File: src/ifs_pkg.sv
package ifs_pkg;

  // Process value width, signed whole units
  localparam int VALUE_W = 16;
  localparam int EXT_W = 18;

  // Control range margins for temperature inputs
  localparam logic signed [EXT_W-1:0] TEMP_MARGIN_C = 18'sh0_0014;
  localparam logic signed [EXT_W-1:0] TEMP_MARGIN_F = 18'sh0_0028;

  // Analog margin is span / 20, i.e. 5 percent below and above
  localparam logic signed [EXT_W-1:0] ANALOG_MARGIN_DIV = 18'sh0_0014;

  // Display range limits
  localparam logic signed [EXT_W-1:0] DISP_MIN = 18'sh3_F831;
  localparam logic signed [EXT_W-1:0] DISP_MAX = 18'sh0_270F;

  // Cause bit positions on fault_cause_o
  localparam int CAUSE_RANGE = 0;
  localparam int CAUSE_TYPE = 1;
  localparam int CAUSE_OPEN = 2;
  localparam int CAUSE_SHORT = 3;
  localparam int CAUSE_W = 4;

  typedef enum logic [1:0] {
    IFS_IN_THERMOCOUPLE = 2'h0,
    IFS_IN_RESISTANCE = 2'h1,
    IFS_IN_ANALOG = 2'h2,
    IFS_IN_INFRARED = 2'h3
  } ifs_input_type;

  typedef enum logic [4:0] {
    IFS_DISP_NUMERIC = 5'h01,
    IFS_DISP_INPUT_FAULT = 5'h02,
    IFS_DISP_UNDER = 5'h04,
    IFS_DISP_OVER = 5'h08,
    IFS_DISP_CONVERTER_FAULT = 5'h10
  } ifs_disp_type;

  typedef enum logic [2:0] {
    IFS_ST_NORMAL = 3'h1,
    IFS_ST_INPUT_FAULT = 3'h2,
    IFS_ST_CONV_FAULT = 3'h4
  } ifs_state_type;

endpackage : ifs_pkg

File: src/ifs_range_check.sv
`timescale 1ns/1ps

module ifs_range_check (
  input wire ifs_pkg::ifs_input_type input_type_i,
  input wire logic fahrenheit_i,
  input wire logic signed [ifs_pkg::VALUE_W-1:0] pv_i,
  input wire logic signed [ifs_pkg::VALUE_W-1:0] sp_low_i,
  input wire logic signed [ifs_pkg::VALUE_W-1:0] sp_high_i,
  input wire logic signed [ifs_pkg::VALUE_W-1:0] scale_low_i,
  input wire logic signed [ifs_pkg::VALUE_W-1:0] scale_high_i,
  input wire logic signed [ifs_pkg::VALUE_W-1:0] ind_low_i,
  input wire logic signed [ifs_pkg::VALUE_W-1:0] ind_high_i,
  output logic out_of_range_o,
  output logic below_display_o,
  output logic above_display_o
);
  import ifs_pkg::*;

  logic signed [EXT_W-1:0] pv;
  logic signed [EXT_W-1:0] lo;
  logic signed [EXT_W-1:0] hi;
  logic signed [EXT_W-1:0] span;
  logic signed [EXT_W-1:0] margin;

  always_comb begin
    pv = EXT_W'(pv_i);
    span = EXT_W'(scale_high_i) - EXT_W'(scale_low_i);
    margin = fahrenheit_i ? TEMP_MARGIN_F : TEMP_MARGIN_C;
    lo = EXT_W'(sp_low_i) - margin;
    hi = EXT_W'(sp_high_i) + margin;
    case (input_type_i)
      IFS_IN_ANALOG: begin
        lo = EXT_W'(scale_low_i) - span / ANALOG_MARGIN_DIV;
        hi = EXT_W'(scale_high_i) + span / ANALOG_MARGIN_DIV;
      end
      IFS_IN_INFRARED: begin
        lo = EXT_W'(ind_low_i);
        hi = EXT_W'(ind_high_i);
      end
      default: begin
      end
    endcase
    out_of_range_o = (pv < lo) || (pv > hi);
    below_display_o = pv < DISP_MIN;
    above_display_o = pv > DISP_MAX;
  end

endmodule : ifs_range_check

File: src/ifs_supervisor.sv
`timescale 1ns/1ps

module ifs_supervisor #(
  parameter int ALARM_N = 4,
  parameter int AUX_N = 4,
  parameter int CTRL_N = 2,
  parameter int MV_W = 16
) (
  input wire logic clock_i,
  input wire logic reset_n_i,
  input wire ifs_pkg::ifs_input_type input_type_i,
  input wire logic fahrenheit_i,
  input wire logic signed [ifs_pkg::VALUE_W-1:0] pv_i,
  input wire logic signed [ifs_pkg::VALUE_W-1:0] sp_low_i,
  input wire logic signed [ifs_pkg::VALUE_W-1:0] sp_high_i,
  input wire logic signed [ifs_pkg::VALUE_W-1:0] scale_low_i,
  input wire logic signed [ifs_pkg::VALUE_W-1:0] scale_high_i,
  input wire logic signed [ifs_pkg::VALUE_W-1:0] ind_low_i,
  input wire logic signed [ifs_pkg::VALUE_W-1:0] ind_high_i,
  input wire logic type_mismatch_i,
  input wire logic sensor_open_i,
  input wire logic sensor_short_i,
  input wire logic [2:0] rtd_line_open_i,
  input wire logic converter_fault_i,
  input wire logic [ALARM_N-1:0] alarm_normal_i,
  input wire logic [ALARM_N-1:0] alarm_upper_i,
  input wire logic [AUX_N-1:0] aux_normal_i,
  input wire logic [AUX_N-1:0] aux_fault_assign_i,
  input wire logic [CTRL_N-1:0] ctrl_normal_i,
  input wire logic [CTRL_N-1:0] ctrl_fault_assign_i,
  input wire logic [ifs_pkg::VALUE_W-1:0] transfer_normal_i,
  input wire logic [ifs_pkg::VALUE_W-1:0] transfer_upper_i,
  input wire logic [MV_W-1:0] heat_mv_i,
  input wire logic [MV_W-1:0] cool_mv_i,
  input wire logic manual_mode_i,
  input wire logic [MV_W-1:0] manual_mv_i,
  input wire logic in_reset_i,
  input wire logic value_while_reset_en_i,
  input wire logic [MV_W-1:0] output_value_while_reset_i,
  input wire logic value_on_fault_en_i,
  input wire logic [MV_W-1:0] output_value_on_process_fault_i,
  output logic input_fault_o,
  output logic converter_fault_code_o,
  output logic [ifs_pkg::CAUSE_W-1:0] fault_cause_o,
  output ifs_pkg::ifs_disp_type disp_code_o,
  output logic signed [ifs_pkg::VALUE_W-1:0] disp_value_o,
  output logic [ALARM_N-1:0] alarm_o,
  output logic [AUX_N-1:0] aux_o,
  output logic [CTRL_N-1:0] ctrl_o,
  output logic [ifs_pkg::VALUE_W-1:0] transfer_o,
  output logic [MV_W-1:0] heat_mv_o,
  output logic [MV_W-1:0] cool_mv_o
);
  import ifs_pkg::*;

  typedef struct packed {
    ifs_state_type mode;
    logic input_fault;
    logic conv_fault;
    logic [CAUSE_W-1:0] cause;
    ifs_disp_type disp;
    logic signed [VALUE_W-1:0] disp_value;
    logic [ALARM_N-1:0] alarm;
    logic [AUX_N-1:0] aux;
    logic [CTRL_N-1:0] ctrl;
    logic [VALUE_W-1:0] transfer;
    logic [MV_W-1:0] heat;
    logic [MV_W-1:0] cool;
  } ifs_reg_type;

  localparam ifs_reg_type RESET_STATE = '{
    mode: IFS_ST_NORMAL,
    input_fault: 1'b0,
    conv_fault: 1'b0,
    cause: '0,
    disp: IFS_DISP_NUMERIC,
    disp_value: '0,
    alarm: '0,
    aux: '0,
    ctrl: '0,
    transfer: '0,
    heat: '0,
    cool: '0
  };

  ifs_reg_type st;
  ifs_reg_type next_st;

  logic out_of_range;
  logic below_display;
  logic above_display;
  logic disconnected;
  logic [CAUSE_W-1:0] cause_now;
  logic fault_now;
  logic [MV_W-1:0] hold_mv;
  logic hold_en;

  ////////////////////////////////////////////////////////////////////////////
  // Range evaluation

  ifs_range_check u_range (
    .input_type_i(input_type_i),
    .fahrenheit_i(fahrenheit_i),
    .pv_i(pv_i),
    .sp_low_i(sp_low_i),
    .sp_high_i(sp_high_i),
    .scale_low_i(scale_low_i),
    .scale_high_i(scale_high_i),
    .ind_low_i(ind_low_i),
    .ind_high_i(ind_high_i),
    .out_of_range_o(out_of_range),
    .below_display_o(below_display),
    .above_display_o(above_display)
  );

  ////////////////////////////////////////////////////////////////////////////
  // Fault decision and output forcing

  always_comb begin
    next_st = st;
    disconnected = sensor_open_i;
    if (input_type_i == IFS_IN_RESISTANCE && |rtd_line_open_i) begin
      disconnected = 1'b1;
    end
    cause_now = '0;
    cause_now[CAUSE_RANGE] = out_of_range;
    cause_now[CAUSE_TYPE] = type_mismatch_i;
    cause_now[CAUSE_OPEN] = disconnected;
    cause_now[CAUSE_SHORT] = sensor_short_i;
    fault_now = |cause_now;

    // Configured hold value, manual first, then reset, then fault value
    hold_en = 1'b1;
    hold_mv = manual_mv_i;
    if (manual_mode_i) begin
      hold_mv = manual_mv_i;
    end else if (in_reset_i && value_while_reset_en_i) begin
      hold_mv = output_value_while_reset_i;
    end else if (value_on_fault_en_i) begin
      hold_mv = output_value_on_process_fault_i;
    end else begin
      hold_en = 1'b0;
    end

    // Converter fault outranks every input fault
    // Status flags kept as their own flops so the outputs need no decoding
    if (converter_fault_i) begin
      next_st.mode = IFS_ST_CONV_FAULT;
      next_st.input_fault = 1'b0;
      next_st.conv_fault = 1'b1;
    end else if (fault_now) begin
      next_st.mode = IFS_ST_INPUT_FAULT;
      next_st.input_fault = 1'b1;
      next_st.conv_fault = 1'b0;
    end else begin
      next_st.mode = IFS_ST_NORMAL;
      next_st.input_fault = 1'b0;
      next_st.conv_fault = 1'b0;
    end

    next_st.cause = cause_now;
    next_st.disp_value = pv_i;

    case (next_st.mode)
      IFS_ST_CONV_FAULT: begin
        next_st.disp = IFS_DISP_CONVERTER_FAULT;
        next_st.alarm = '0;
        next_st.aux = '0;
        next_st.ctrl = '0;
        next_st.transfer = '0;
        next_st.heat = '0;
        next_st.cool = '0;
      end
      IFS_ST_INPUT_FAULT: begin
        next_st.disp = IFS_DISP_INPUT_FAULT;
        next_st.alarm = alarm_upper_i;
        next_st.transfer = transfer_upper_i;
        next_st.aux = aux_fault_assign_i;
        next_st.ctrl = ctrl_fault_assign_i;
        next_st.heat = hold_en ? hold_mv : '0;
        next_st.cool = '0;
      end
      default: begin
        if (below_display) begin
          next_st.disp = IFS_DISP_UNDER;
        end else if (above_display) begin
          next_st.disp = IFS_DISP_OVER;
        end else begin
          next_st.disp = IFS_DISP_NUMERIC;
        end
        next_st.alarm = alarm_normal_i;
        next_st.aux = aux_normal_i;
        next_st.ctrl = ctrl_normal_i;
        next_st.transfer = transfer_normal_i;
        next_st.heat = heat_mv_i;
        next_st.cool = cool_mv_i;
      end
    endcase
  end

  always_ff @(posedge clock_i) begin
    if (!reset_n_i) begin
      st <= RESET_STATE;
    end else begin
      st <= next_st;
    end
  end

  assign input_fault_o = st.input_fault;
  assign converter_fault_code_o = st.conv_fault;
  assign fault_cause_o = st.cause;
  assign disp_code_o = st.disp;
  assign disp_value_o = st.disp_value;
  assign alarm_o = st.alarm;
  assign aux_o = st.aux;
  assign ctrl_o = st.ctrl;
  assign transfer_o = st.transfer;
  assign heat_mv_o = st.heat;
  assign cool_mv_o = st.cool;

  ////////////////////////////////////////////////////////////////////////////
  // Checks

  AST_TEMP_RANGE: assert property (
    @(posedge clock_i) disable iff (!reset_n_i)
    (!converter_fault_i && !fahrenheit_i && input_type_i == IFS_IN_THERMOCOUPLE
     && (EXT_W'(pv_i) > EXT_W'(sp_high_i) + TEMP_MARGIN_C))
    |=> input_fault_o && fault_cause_o[CAUSE_RANGE])
  else $error("temperature above upper limit plus margin not flagged");

  AST_TEMP_RANGE_F: assert property (
    @(posedge clock_i) disable iff (!reset_n_i)
    (!converter_fault_i && fahrenheit_i && input_type_i == IFS_IN_THERMOCOUPLE
     && (EXT_W'(pv_i) > EXT_W'(sp_high_i) + TEMP_MARGIN_F))
    |=> input_fault_o && fault_cause_o[CAUSE_RANGE])
  else $error("fahrenheit temperature above upper limit plus margin not flagged");

  AST_TEMP_INSIDE: assert property (
    @(posedge clock_i) disable iff (!reset_n_i)
    (input_type_i == IFS_IN_RESISTANCE && !fahrenheit_i
     && EXT_W'(pv_i) >= EXT_W'(sp_low_i) - TEMP_MARGIN_C
     && EXT_W'(pv_i) <= EXT_W'(sp_high_i) + TEMP_MARGIN_C)
    |=> !fault_cause_o[CAUSE_RANGE])
  else $error("temperature inside margin flagged as out of range");

  AST_ANALOG_RANGE: assert property (
    @(posedge clock_i) disable iff (!reset_n_i)
    (input_type_i == IFS_IN_ANALOG && !converter_fault_i && scale_high_i > scale_low_i
     && int'(ANALOG_MARGIN_DIV) * (int'(pv_i) - int'(scale_low_i))
        < int'(scale_low_i) - int'(scale_high_i))
    |=> input_fault_o && fault_cause_o[CAUSE_RANGE])
  else $error("analog value below minus five percent not flagged");

  AST_IR_RANGE: assert property (
    @(posedge clock_i) disable iff (!reset_n_i)
    (input_type_i == IFS_IN_INFRARED && pv_i > ind_high_i) |=> fault_cause_o[CAUSE_RANGE])
  else $error("infrared value above indication range not flagged");

  AST_TYPE: assert property (
    @(posedge clock_i) disable iff (!reset_n_i)
    (type_mismatch_i && !converter_fault_i) |=> input_fault_o && fault_cause_o[CAUSE_TYPE])
  else $error("input type mismatch did not raise input fault");

  AST_OPEN_SHORT: assert property (
    @(posedge clock_i) disable iff (!reset_n_i)
    ((sensor_open_i || sensor_short_i) && !converter_fault_i) |=> input_fault_o)
  else $error("open or shorted sensor did not raise input fault");

  AST_RTD_LINE: assert property (
    @(posedge clock_i) disable iff (!reset_n_i)
    (input_type_i == IFS_IN_RESISTANCE && |rtd_line_open_i) |=> fault_cause_o[CAUSE_OPEN])
  else $error("resistance line break not seen as disconnection");

  AST_ALARM_UPPER: assert property (
    @(posedge clock_i) disable iff (!reset_n_i)
    input_fault_o |-> alarm_o == $past(alarm_upper_i))
  else $error("alarm outputs not at upper limit state during input fault");

  AST_TRANSFER_UPPER: assert property (
    @(posedge clock_i) disable iff (!reset_n_i)
    input_fault_o |-> transfer_o == $past(transfer_upper_i))
  else $error("transfer output not at upper value during input fault");

  AST_ASSIGNED_ON: assert property (
    @(posedge clock_i) disable iff (!reset_n_i)
    input_fault_o |-> ((aux_o & $past(aux_fault_assign_i)) == $past(aux_fault_assign_i))
      && ((ctrl_o & $past(ctrl_fault_assign_i)) == $past(ctrl_fault_assign_i)))
  else $error("output assigned to input fault not on");

  AST_FAULT_DISPLAY: assert property (
    @(posedge clock_i) disable iff (!reset_n_i)
    input_fault_o |-> disp_code_o == IFS_DISP_INPUT_FAULT)
  else $error("input fault code not displayed");

  AST_DEFAULT_OFF: assert property (
    @(posedge clock_i) disable iff (!reset_n_i)
    (input_fault_o && !$past(manual_mode_i) && !$past(value_on_fault_en_i)
     && !($past(in_reset_i) && $past(value_while_reset_en_i)))
    |-> heat_mv_o == '0 && cool_mv_o == '0)
  else $error("heating or cooling output on during input fault");

  AST_HOLD_VALUE: assert property (
    @(posedge clock_i) disable iff (!reset_n_i)
    (fault_now && !converter_fault_i && value_on_fault_en_i && !manual_mode_i && !in_reset_i)
    ##1 input_fault_o |-> heat_mv_o == $past(output_value_on_process_fault_i))
  else $error("configured fault output value not applied");

  AST_HOLD_MANUAL: assert property (
    @(posedge clock_i) disable iff (!reset_n_i)
    (fault_now && !converter_fault_i && manual_mode_i)
    ##1 input_fault_o |-> heat_mv_o == $past(manual_mv_i))
  else $error("manual output value not applied during input fault");

  AST_HOLD_RESET: assert property (
    @(posedge clock_i) disable iff (!reset_n_i)
    (fault_now && !converter_fault_i && !manual_mode_i && in_reset_i
     && value_while_reset_en_i)
    ##1 input_fault_o |-> heat_mv_o == $past(output_value_while_reset_i))
  else $error("reset output value not applied during input fault");

  AST_NORMAL_PASS: assert property (
    @(posedge clock_i) disable iff (!reset_n_i)
    (!fault_now && !converter_fault_i)
    |=> !input_fault_o && alarm_o == $past(alarm_normal_i)
      && transfer_o == $past(transfer_normal_i) && cool_mv_o == $past(cool_mv_i))
  else $error("outputs disturbed without any fault");

  AST_OVER_RANGE: assert property (
    @(posedge clock_i) disable iff (!reset_n_i)
    (above_display && !fault_now && !converter_fault_i)
    |=> disp_code_o == IFS_DISP_OVER && !input_fault_o && heat_mv_o == $past(heat_mv_i))
  else $error("over range not shown or disturbed control");

  AST_UNDER_RANGE: assert property (
    @(posedge clock_i) disable iff (!reset_n_i)
    (below_display && !fault_now && !converter_fault_i)
    |=> disp_code_o == IFS_DISP_UNDER && ctrl_o == $past(ctrl_normal_i))
  else $error("under range not shown or disturbed control");

  AST_CONVERTER_OFF: assert property (
    @(posedge clock_i) disable iff (!reset_n_i)
    converter_fault_i |=> disp_code_o == IFS_DISP_CONVERTER_FAULT && alarm_o == '0
      && aux_o == '0 && ctrl_o == '0 && transfer_o == '0 && heat_mv_o == '0
      && cool_mv_o == '0)
  else $error("converter fault left an output on");

endmodule : ifs_supervisor

File: config.mk
export PLATFORM = sky130hd
export DESIGN_NAME = ifs_supervisor
export DESIGN_NICKNAME = d
export VERILOG_FILES = /design/src/ifs_pkg.sv /design/src/ifs_range_check.sv /design/src/ifs_supervisor.sv
export SDC_FILE = /design/constraint.sdc
export NUM_CORES = 1
export LEC_CHECK = 0
export CAP_MARGIN = 10
export CORE_MARGIN = 2
export CORE_UTILIZATION = 40
export CTS_CLUSTER_SIZE = 10
export DETAILED_ROUTE_END_ITERATION = 10
export DONT_BUFFER_PORTS = 1
export PLACE_DENSITY = 0.63
export SYNTH_ARGS = -nofsm -noshare
export SYNTH_HDL_FRONTEND = slang
export SYNTH_SLANG_ARGS = --single-unit
export TNS_END_PERCENT = 5
File: constraint.sdc
create_clock -name clock_i -period 16.7 [get_ports clock_i]
set_input_delay 3.34 -clock clock_i [delete_from_list [all_inputs] [get_ports clock_i]]
set_output_delay 3.34 -clock clock_i [all_outputs]
set_load 0.02 [all_outputs]
Word level (Yosys, flattened, before mapping). Cells that the tools add are included.

Add/sub/neg operators: 5. Div/mod/pow operators: 1. Muxes and demuxes: 17. Reductions and logical operators: 6. Order comparisons: 4. Bitwise logic cells: 1. Equal/unequal tests: 5.

Operators by type and width (count): case mux 58 bit (2 select lines) (1); case mux 18 bit (2 select lines) (2); two-way mux 16 bit (4); adder 16 x 18 -> 18 bit (1); divider 18 x 6 -> 18 bit, second input constant (1); greater-than comparator 16 x 18 -> 1 bit (1); < comparator 16 x 18 -> 1 bit (1); subtractor 16 x 18 -> 18 bit (1); adder 16 x 7 -> 17 bit (1); subtractor 16 x 16 -> 17 bit (1); subtractor 16 x 7 -> 17 bit (1); greater-than comparator 16 x 15 -> 1 bit, second input constant (1); < comparator 16 x 12 -> 1 bit, second input constant (1); two-way mux 4 bit (3); case mux 5 bit (2 select lines) (1); two-way mux 6 bit (1); two-way mux 5 bit (1); == test 2 bit, second input constant (2); two-way mux 1 bit (4); OR reduction 4 bit (1); == test 3 x 2 -> 1 bit, second input constant (1); == test 3 bit, second input constant (1); OR reduction 3 bit (1); == test 2 x 1 -> 1 bit, second input constant (1); other kinds (4) (5).

Register bits after elaboration: 85. Logic and storage cells: 50. Input bits: 260.

Depth between registers and ports, before layout. Gate-level depths: netlist of run 1.

Depth after elaboration: 11. Mapped depth: 62.

Cells and area by module. A second synthesis of run 1 with hierarchy kept.

Cell total of the unflattened synthesis: 1353. Area total of the unflattened synthesis: 10523.8 um^2.

By module, submodules not included: ifs_range_check (cells each 1016, area an instance 7159.4 um^2, sequential area each 0.0 um^2, times used 1); ifs_supervisor (cells each 337, area an instance 3364.5 um^2, sequential area each 1701.6 um^2, times used 1).

Least setup slack after synthesis of run 1. No wires, ideal clock.

Path type: input port to flip-flop. From: input port scale_low_i[4] (netlist name). To: register st (netlist bit alarm_o[0]). Stages on the path: 57. Path buffers: 4. Slack: 1724 ps. Library setup time: 60 ps. Data required time: 16640 ps. Arrival time: 14916 ps. Cells stage by stage: inv_1 -> ha_1 -> buf_2 -> a21oi_2 -> nand2_1 -> or4_1 -> o211ai_2 -> o211ai_1 -> nor4_4 -> mux2i_1 -> nand2_1 -> a211oi_2 -> nor2_1 -> or4_1 -> a32o_1 -> and2_0 -> clkbuf_1 -> o32a_1 -> [... 21 more ...] -> a21o_1 -> a21o_1 -> a21oi_1 -> xor2_1 -> nor2_1 -> o31a_1 -> a31oi_1 -> o221ai_1 -> ha_1 -> and4_1 -> nand4_1 -> o31ai_1 -> o21ai_0 -> a31oi_1 -> nand2_1 -> nor3b_1 -> clkbuf_1 -> a22o_1.

Longest elaborated chain between the ends: 11.

RTL lines: start: declaration (RTL line ifs_supervisor.sv:16) `input wire logic signed [ifs_pkg::VALUE_W-1:0] scale_low_i,`; subtractor 16 x 16 -> 17 bit (RTL line ifs_range_check.sv:27) `span = EXT_W'(scale_high_i) - EXT_W'(scale_low_i);`; divider 18 x 6 -> 18 bit (RTL line ifs_range_check.sv:33, ifs_range_check.sv:34); subtractor 16 x 18 -> 18 bit or adder 16 x 18 -> 18 bit (tied branches) (RTL line ifs_range_check.sv:33, ifs_range_check.sv:34); case mux 18 bit (2 select lines) (RTL line ifs_range_check.sv:31) `case (input_type_i)`; < comparator 16 x 18 -> 1 bit or greater-than comparator 16 x 18 -> 1 bit (tied branches) (RTL line ifs_range_check.sv:43) `out_of_range_o = (pv < lo) || (pv > hi);`; logical OR 1 bit * (RTL line ifs_range_check.sv:43); OR reduction 4 bit * (RTL line ifs_supervisor.sv:130) `fault_now = |cause_now;`; two-way mux 4 bit * (RTL line ifs_supervisor.sv:151) `end else if (fault_now) begin`; two-way mux 5 bit * (RTL line ifs_supervisor.sv:147) `if (converter_fault_i) begin`; == test 3 x 2 -> 1 bit or == test 3 bit (tied branches) (RTL line ifs_supervisor.sv:164) `case (next_st.mode)`; case mux 58 bit (2 select lines) * (RTL line ifs_supervisor.sv:164); end signal: assignment (RTL line ifs_supervisor.sv:205) `st <= next_st;`; end: declaration (RTL line ifs_supervisor.sv:86) `ifs_reg_type st;`.

Every way passes the cells marked *; elsewhere a longest branch is shown, timed or not. A chain may end at the register's enable or synchronous reset.

Worst setup path in the final report of run 1.
From: input port scale_low_i[6] (netlist name). To: register st (netlist bit heat_mv_o[6]).

The elaborated chain is that of the path after synthesis.

==> impl_metrics.json, run 1 <==
{
  "seq_area_frac_synth": 0.1783,
  "fin_crit_ns": 15.72,
  "wirelength_um": 32140,
  "crit_path_end_kind": "flop",
  "drive_gt1_frac": 0.05670,
  "cpPeakStageDelay_ns": 0.54,
  "synth_fa_ha_area_frac": 0.1390,
  "drcViolationCount": 0,
  "die_h_um": 158.5,
  "clkTransAtPathRegs_ns": 0.08,
  "report.final.setup_viol": 0,
  "io_buffers": 0,
  "num_vias": 9232,
  "drtPass1Iterations": 5,
  "power_frac_seq": 0.104,
  "cts.sinks": 85,
  "die_area_um2": 25110,
  "start_kind": "primary input",
  "grt_pass1_wl_um": 47110,
  "cts_max_path_buffers": 2,
  "pwr-share-comb": 0.803,
  "slowest_stage": "or4_1",
  "core-area_um2": 23470,
  "crit_top_cell": "a21o_1",
  "critPathArrivalTime_ns": 15.94,
  "synthMuxAreaShare": 0.01285,
  "rsz0062_at_grt": "false",
  "track_usage": 0.2418,
  "p_sw_frac": 0.5246,
  "yosys.area_share.simple": 0.2132,
  "cts-hold-fix-buffers": 0,
  "setup_tns_ns": 0,
  "cts_tree": "yes",
  "hold_viol_final": 0,
  "via_per_inst": 6.010,
  "hold_end": "disp_code_o[0]",
  "grt_overflow": 0,
  "dieWidth_um": 158.5,
  "yosysUniqueCellTypes": 93,
  "grt_pass1_vias": 8336,
  "critPathLaunch": "scale_low_i[6]",
  "netlist_area_um2": 9543,
  "synth_cells": 1247,
  "synth-edff-count": 0,
  "ant_nets": 0,
  "synth-xor-area-share": 0.09427,
  "rows": 56,
  "antenna_found_initial": 1,
  "path_class": "primary input to flop",
  "crit_required_ns": 16.93,
  "clockPowerShare": 0.093,
  "syn2layout_area_growth_pct": 6.385,
  "hold_start": "reset_n_i",
  "ys.flop_type": "dfxtp_1",
  "slew_headroom": 0.2745,
  "synth_top_family_by_area": "compound AO/OA/AOI/OAI gates",
  "p_int_w": 0.001039,
  "syn-num-nets": 1610,
  "drt_iter0_markers": 800,
  "syn_avg_cell_area_um2": 7.653,
  "fmax_ghz": 0.06363,
  "cts_buffers": 9,
  "ys_ff_latch": 85,
  "hold_class": "primary input to flop",
  "peakVddDrop_uv": 114.5,
  "yosys_warnings": 0,
  "start_util": 0.4066,
  "nNetsFinal": 1575,
  "maxCapViolCount": 0,
  "synthArstFlopShare": 0,
  "antenna_cells": 0,
  "ys_top_cells_by_area": "dfxtp_1, ha_1, o21ai_0",
  "p_switching_w": 0.001147,
  "htreeDepth": 3,
  "synth_compound_area_frac": 0.3159,
  "slew_violations": 0,
  "tightest_slew_ns": 1.081,
  "period_share": 0.9410,
  "mostFrequentLayoutCells": "nand2_1, o21ai_0, ha_1",
  "ios": 345,
  "gp_congestion": 0.9407,
  "synth_top_area_frac": 0.1783,
  "yosys.area.top_type": "dfxtp_1",
  "path_max_fanout": 43,
  "power_density_nw_per_um2": 215.4,
  "final_util": 0.4325,
  "dpl.hpwl_um": 26670,
  "p_leak_nw": 4.295,
  "hold_depth": 1,
  "final_common_cell": "nand2_1",
  "outcome": "completed",
  "grt_max_degree": 71,
  "wl_per_cell_um": 20.93,
  "root_buffer": "clkbuf_16",
  "nFillCells": 2396
}
-- timing repair --
| action | 4_1_cts | 5_1_grt |
|---|---|---|
| resized for setup | 0 | 9 |
| endpoints found under the hold margin | 0 | 0 |
| setup endpoints to repair | 0 | 63 |
| buffers inserted | 0 | 4 |
-- logic make-up (layout without fill, tap and decap cells) --
logic type / Yosys count / in the layout
AO/OA/AOI/OAI: 436 / 436
AND/OR/NAND/NOR: 395 / 395
buffers and inverters: 115 / 85
adder cells (fa/ha/maj): 103 / 103
XOR/XNOR: 101 / 101
flip-flops: 85 / 85
multiplexers: 12 / 12
-- power by group through the flow --
stage               Clock, W  Sequential (W)  Combinational, W
finish              0.000204        0.000227           0.00176
global route        0.000215        0.000228           0.00197
CTS                 0.000209        0.000227           0.00170
detailed placement         0        0.000232           0.00169
global placement           0        0.000232           0.00170
floorplan                  0        0.000230           0.00135
-- per-stage QoR --
step	setup slack (ns)	instance area [um2]	power [W]	instances	hold WS, ns
6_report	0.9847	10150	0.002186	1536	3.082
2_1_floorplan	1.724	9543	0.001579	1247	3.441
3_5_place_dp	0.1450	9786	0.001924	1516	3.441
4_1_cts	0.4766	10090	0.002139	1532	3.069
5_1_grt	0.03948	10150	0.002408	1536	3.068
3_3_place_gp	0.3992	9786	0.001928	1516	3.437
-- per-layer routing --
| metal | share of wire | global-route usage | up-vias |
|---|---|---|---|
| met1 | 0.43 | 0.3174 | 4300 |
| met3 | 0.088 | 0.06342 | 31 |
| met4 | 0.016 | 0.04891 | 2 |
| li1 | - | - | 4542 |
| met2 | 0.46 | 0.4000 | 357 |
| met5 | 0.00040 | 0 | - |
-- area by class of cell --
type | instances | area, um2 | area share
Multi-Input combinational cell | 1047 | 7436 | 0.7324
Sequential cell | 85 | 1702 | 0.1676
Tap cell | 319 | 399.1 | 0.03931
Clock buffer | 9 | 225.2 | 0.02218
Inverter | 58 | 217.7 | 0.02144
Timing Repair Buffer | 11 | 95.09 | 0.009367
Clock inverter | 7 | 77.57 | 0.007641
-- worst max path at each step --
stage                    end  slack [ns]
2_1_floorplan     alarm_o[0]        1.72
3_3_place_gp      alarm_o[0]        0.40
3_5_place_dp   transfer_o[1]        0.14
4_1_cts         heat_mv_o[6]        0.48
5_1_grt           alarm_o[3]        0.04
6_report        heat_mv_o[6]        0.98
-- Yosys cell counts, types with 4 or more instances --
cell type / instances
a211o_1: 4
a221oi_1: 4
mux2i_1: 10
nand3_1: 28
o211ai_1: 27
o31ai_1: 10
o2111ai_1: 6
buf_1: 5
nor3_1: 17
or3_1: 13
or4_1: 6
o311ai_0: 8
and2_1: 44
o211a_1: 4
nand4_1: 15
ha_1: 98
a31oi_1: 18
o21ai_0: 106
nand2_1: 120
fa_1: 5
inv_1: 58
clkbuf_1: 44
or2_2: 5
a211oi_1: 10
dfxtp_1: 85
buf_2: 7
xor2_1: 39
xnor2_1: 60
a21boi_0: 6
a21o_1: 32
nor2b_1: 10
and3_1: 23
and3b_1: 4
nor4_1: 7
nand2b_1: 9
o221ai_1: 5
o21a_1: 17
a21oi_1: 81
a22o_1: 45
nor2_1: 72
-- state kept, by name (all words and copies together), names as in the netlist, 2 cells and up --
name	count
transfer_o	16
fault_cause_o	4
cool_mv_o	16
heat_mv_o	16
aux_o	4
disp_value_o	16
alarm_o	4
disp_code_o	5
ctrl_o	2
-- worst max-delay path, delay by kind of cell --
kind                     cells  cell delay, ns
AO/OA/AOI/OAI               32            7.58
XOR/XNOR                     3            0.74
adder cells (fa/ha/maj)      4            1.21
buffers and inverters        2            0.29
AND/OR/NAND/NOR             13            2.77
(Power assumes the default switching activity.)
==> run 2, diff against run 1 <==
--- a/config.mk
+++ b/config.mk
@@ -7,2 +7,3 @@
 export LEC_CHECK = 0
+export ABC_AREA = 1
 export CAP_MARGIN = 10
==> constraint.sdc (replaced) <==
create_clock -name clock_i -period 16.7 [get_ports clock_i]
set_input_delay 0.835 -clock clock_i [delete_from_list [all_inputs] [get_ports clock_i]]
set_output_delay 0.835 -clock clock_i [all_outputs]
set_load 0.02 [all_outputs]
==> run 2 against run 1 <==
Compared with the run above:
- sequential cell count unchanged
- critical path depth rose by 51
- non-clock buffer count shrank 8
- synthesized area increased by 2.0%
- maximum frequency rose by 19%
- synthesized cell count grew 19%
- utilization down 0.35 points
- cell count grew 17%
- cell area up 1.9%
==> impl_metrics.json, run 2 <==
{
  "dpl.hpwl_um": 27720,
  "grt_max_degree": 66,
  "ys_ff_latch": 85,
  "ys_top_cells_by_area": "dfxtp_1, ha_1, nand2_1",
  "start_util": 0.4039,
  "cpPeakStageDelay_ns": 0.58,
  "antenna_found_initial": 1,
  "htreeDepth": 3,
  "slowest_stage": "inv_1",
  "fmax_ghz": 0.07563,
  "path_max_fanout": 36,
  "syn_avg_cell_area_um2": 6.534,
  "crit_family": "simple AND/OR/NAND/NOR gates",
  "mostFrequentLayoutCells": "nand2_1, inv_1, nor2_1, nand3_1, ha_1",
  "yosys.area.top_type": "dfxtp_1",
  "tightest_slew_ns": 1.057,
  "drt_iter0_markers": 715,
  "slew_violations": 0,
  "path_class": "primary input to flop",
  "nNetsFinal": 1833,
  "cts_buffers": 9,
  "cts-hold-fix-buffers": 0,
  "ios": 345,
  "hold_class": "primary input to flop",
  "ant_nets": 0,
  "crit_path_end_kind": "flop",
  "synth-edff-count": 0,
  "clkTransAtPathRegs_ns": 0.06,
  "syn2layout_area_growth_pct": 6.233,
  "wl_per_cell_um": 17.84,
  "gp_congestion": 0.9736,
  "drcViolationCount": 0,
  "cts_max_path_buffers": 2,
  "die_h_um": 160.0,
  "num_vias": 9588,
  "grt_pass1_vias": 9042,
  "start_kind": "primary input",
  "drive_gt1_frac": 0.1275,
  "ctsResizeCount": 0,
  "seq_area_frac_synth": 0.1748,
  "die_area_um2": 25600,
  "syn-num-nets": 1853,
  "netlist_area_um2": 9736,
  "maxCapViolCount": 0,
  "root_buffer": "clkbuf_16",
  "crit_top_cell": "nand2_2",
  "grt_overflow": 0,
  "synth_cells": 1490,
  "nFillCells": 2591,
  "synthArstFlopShare": 0,
  "final_common_cell": "nand2_1",
  "ys.flop_type": "dfxtp_1",
  "crit_required_ns": 16.92,
  "io_buffers": 0,
  "cts_setup_buffers": 0,
  "period_share": 0.7918,
  "report.final.setup_viol": 0,
  "core-area_um2": 24110,
  "yosys_warnings": 0,
  "wirelength_um": 32120,
  "outcome": "completed",
  "rsz0062_at_grt": "false",
  "yosysMostFrequentCell": "nand2_1",
  "synth_top_area_frac": 0.1748,
  "grt_pass1_wl_um": 49310,
  "track_usage": 0.2438,
  "critPathArrivalTime_ns": 13.44,
  "fin_crit_ns": 13.22,
  "rows": 57,
  "synth_common_cells": "nand2_1, inv_1, nor2_1",
  "cts.sinks": 85,
  "cts_tree": "yes",
  "slew_headroom": 0.2947,
  "setup_tns_ns": 0,
  "via_per_inst": 5.327,
  "yosysUniqueCellTypes": 57,
  "drtPass1Iterations": 8,
  "dieWidth_um": 160.0,
  "critPathBufInv": 15,
  "hold_viol_final": 0
}
[run 2: metrics by stage]
stage               setup WS, ns  hold WS (ns)  utilization  std cells  instance area (um2)
finish                     3.477        0.5902       0.4290       1800                10340
global route               1.941        0.5824       0.4290       1800                10340
CTS                        3.496        0.5772       0.4289       1799                10340
detailed placement         3.159        0.9316       0.4160       1783                10030
global placement           3.559        0.9256       0.4160       1783                10030
floorplan                  5.303        0.9285            -       1490                 9736
[run 2: cells by family after synthesis]
kind of cell	Yosys count	share of synthesized area
fa+ha+maj	103	0.1362
buf+inv	288	0.1157
compound gates	224	0.1529
mux	3	0.003085
flops	85	0.1748
xor+xnor	52	0.05025
simple gates	735	0.3670
[run 2: path summary, 6_finish.rpt]
check,from,to,cells past startpoint
max,scale_high_i[0],transfer_o[0],105
min,pv_i[5],disp_value_o[5],2
[run 2: cell type report]
class / count / area, um2 / share of cell area
antenna: 1 / 2.502 / 0.0002420
sequential: 85 / 1702 / 0.1645
multi-input combinational: 1117 / 6915 / 0.6686
inverter: 254 / 983.4 / 0.09509
clock buffer: 12 / 256.5 / 0.02480
clock inverter: 4 / 55.05 / 0.005323
tap: 324 / 405.4 / 0.03920
timing repair buffer: 3 / 22.52 / 0.002178
[run 2: layer usage]
layer	GRT usage	wire, um	up-vias
met3	0.04286	2173	55
met2	0.4262	15500	353
met5	0	0	-
met1	0.2985	13370	4324
met4	0.09296	1073	0
li1	-	-	4856
Power of run 2 is left out: the tool's default activity adds up to more than one toggle a clock period on the data nets, which glitch-free logic cannot reach.
==> run 3, diff against run 2 <==
- ABC_AREA: 1 -> 0
- clock period: 16.7 -> 12.85 ns (I/O delays scaled with it)
==> run 3 against run 2 <==
Compared with the run above:
- clock-buffer cell count is 3 lower
- critical path depth is 51 lower
- sequential share of layout area is 0.57 points lower
- global-route usage is 0.32 points higher
- via count is 0.54% lower
- cell area is 3.6% higher
- worst hold slack worse by 0.20 ns
- largest cell class unchanged
- non-clock buffer count is 46 higher
- sequential cell count stayed put
==> impl_metrics.json, run 3 (synthesized netlist as in run 1, its figures left out) <==
{
  "crit_top_cell": "a21o_1",
  "antenna_found_initial": 1,
  "critPathBufInv": 3,
  "clkTransAtPathRegs_ns": 0.07,
  "htreeDepth": 3,
  "critPathLaunch": "scale_low_i[8]",
  "fin_cells": 1576,
  "hold_end": "disp_code_o[0]",
  "drive_gt1_frac": 0.1067,
  "gp_congestion": 0.9430,
  "path_class": "primary input to flop",
  "peakVddDrop_uv": 170.2,
  "nNetsFinal": 1614,
  "path_max_fanout": 15,
  "start_kind": "primary input",
  "crit_required_ns": 13.14,
  "fmax_ghz": 0.08183,
  "dp_slack_ns": -0.1570,
  "wirelength_um": 33390,
  "cts.sinks": 85,
  "mostFrequentLayoutCells": "nand2_1, o21ai_0, ha_1",
  "grt_pass1_vias": 8720,
  "dpl.hpwl_um": 27220,
  "drt_iter0_markers": 756,
  "fin_ws_ns": 0.6296,
  "critPathArrivalTime_ns": 12.51,
  "power_density_nw_per_um2": 287.4,
  "crit_family": "compound AO/OA/AOI/OAI gates",
  "fin_crit_ns": 12.22,
  "grt_max_degree": 71,
  "drtPass1Iterations": 6,
  "root_buffer": "clkbuf_16",
  "hold_depth": 1,
  "slowest_stage": "or3_4",
  "dieWidth_um": 158.5,
  "p_total_w": 0.003079,
  "rows": 56,
  "grt_overflow": 0,
  "tightest_slew_ns": 1.240,
  "grt_pass1_wl_um": 48290,
  "via_per_inst": 6.051,
  "hold_start": "reset_n_i",
  "syn2layout_area_growth_pct": 12.25,
  "slew_headroom": 0.1675,
  "outcome": "completed",
  "timing.hold.ws_ns": 0.3906,
  "final_common_cell": "nand2_1",
  "period_share": 0.9510,
  "crit_path_end_kind": "flop",
  "num_vias": 9536,
  "cts-hold-fix-buffers": 0,
  "cts_max_path_buffers": 2,
  "ant_nets": 0,
  "cts_tree": "yes",
  "track_usage": 0.2470,
  "maxCapViolCount": 0,
  "report.final.setup_viol": 0,
  "core-area_um2": 23470,
  "nFillCells": 2370,
  "slew_violations": 0,
  "io_buffers": 0,
  "start_util": 0.4066,
  "setup_tns_ns": 0,
  "hold_class": "primary input to flop",
  "die_area_um2": 25110,
  "cpPeakStageDelay_ns": 0.51,
  "cts_buffers": 9,
  "drcViolationCount": 0,
  "ios": 345,
  "dp.cells": 1544,
  "hold_viol_final": 0,
  "die_h_um": 158.5,
  "wl_per_cell_um": 21.19,
  "p_leak_nw": 4.542
}
run 3: changes by cell type in the layout (fill, tap and decap cells not counted), moves of 45 or more:
| cell | change |
|---|---|
| o21ai_0 | +51 |
| nand3_1 | -95 |
| nand2_2 | -56 |
| inv_1 | -157 |
| a22o_1 | +45 |
| xnor2_1 | +48 |
| nand2_1 | -197 |
| nor2_1 | -53 |
run 3: metal layers:
layer  GRT usage  up-vias  share of wire
li1            -     4618              -
met1      0.3312     4500           0.44
met2      0.4058      380           0.46
met3     0.05199       38          0.088
met4     0.05277        0          0.017
met5     0.02484        -              0
run 3: stage by stage:
step	area (um2)	utilization
after floorplan	9543	-
after global placement	10010	0.4264
after detailed placement	10010	0.4264
after CTS	10310	0.4394
after global routing	10710	0.4563
final	10710	0.4563
run 3: how the worst max path moves through the flow:
stage | to | slack, ns | cells after the start
floorplan | alarm_o[0] | 0.57 | 57
global placement | alarm_o[0] | 0.15 | 55
detailed placement | alarm_o[0] | -0.16 | 55
CTS | alarm_o[0] | 0.20 | 55
global route | transfer_o[12] | -0.07 | 56
finish | transfer_o[12] | 0.63 | 54
run 3: what timing repair did:
item                                    in CTS  in global routing
endpoints found under the setup margin       0                 64
setup buffers                                0                 11
gates resized for setup                      0                 53
run 3: power by group:
part | total [W] | internal [W] | switching (W) | leakage (nW)
logic | 0.00252 | 0.00109 | 0.00143 | 3.70
registers | 0.000295 | 0.000275 | 0.0000204 | 0.698
clock network | 0.000266 | 0.000138 | 0.000128 | 0.146
total | 0.00308 | 0.00150 | 0.00158 | 4.54
run 3: layout make-up:
type                       instances  area [um2]  area share
clock buffer                       9       225.2     0.02103
timing repair buffer              49       412.9     0.03855
inverter                          58       217.7     0.02032
tap                              319       399.1     0.03726
antenna                            1       2.502   0.0002336
multi-input combinational       1048        7672      0.7163
clock inverter                     7       80.08    0.007476
sequential                        85        1702      0.1589
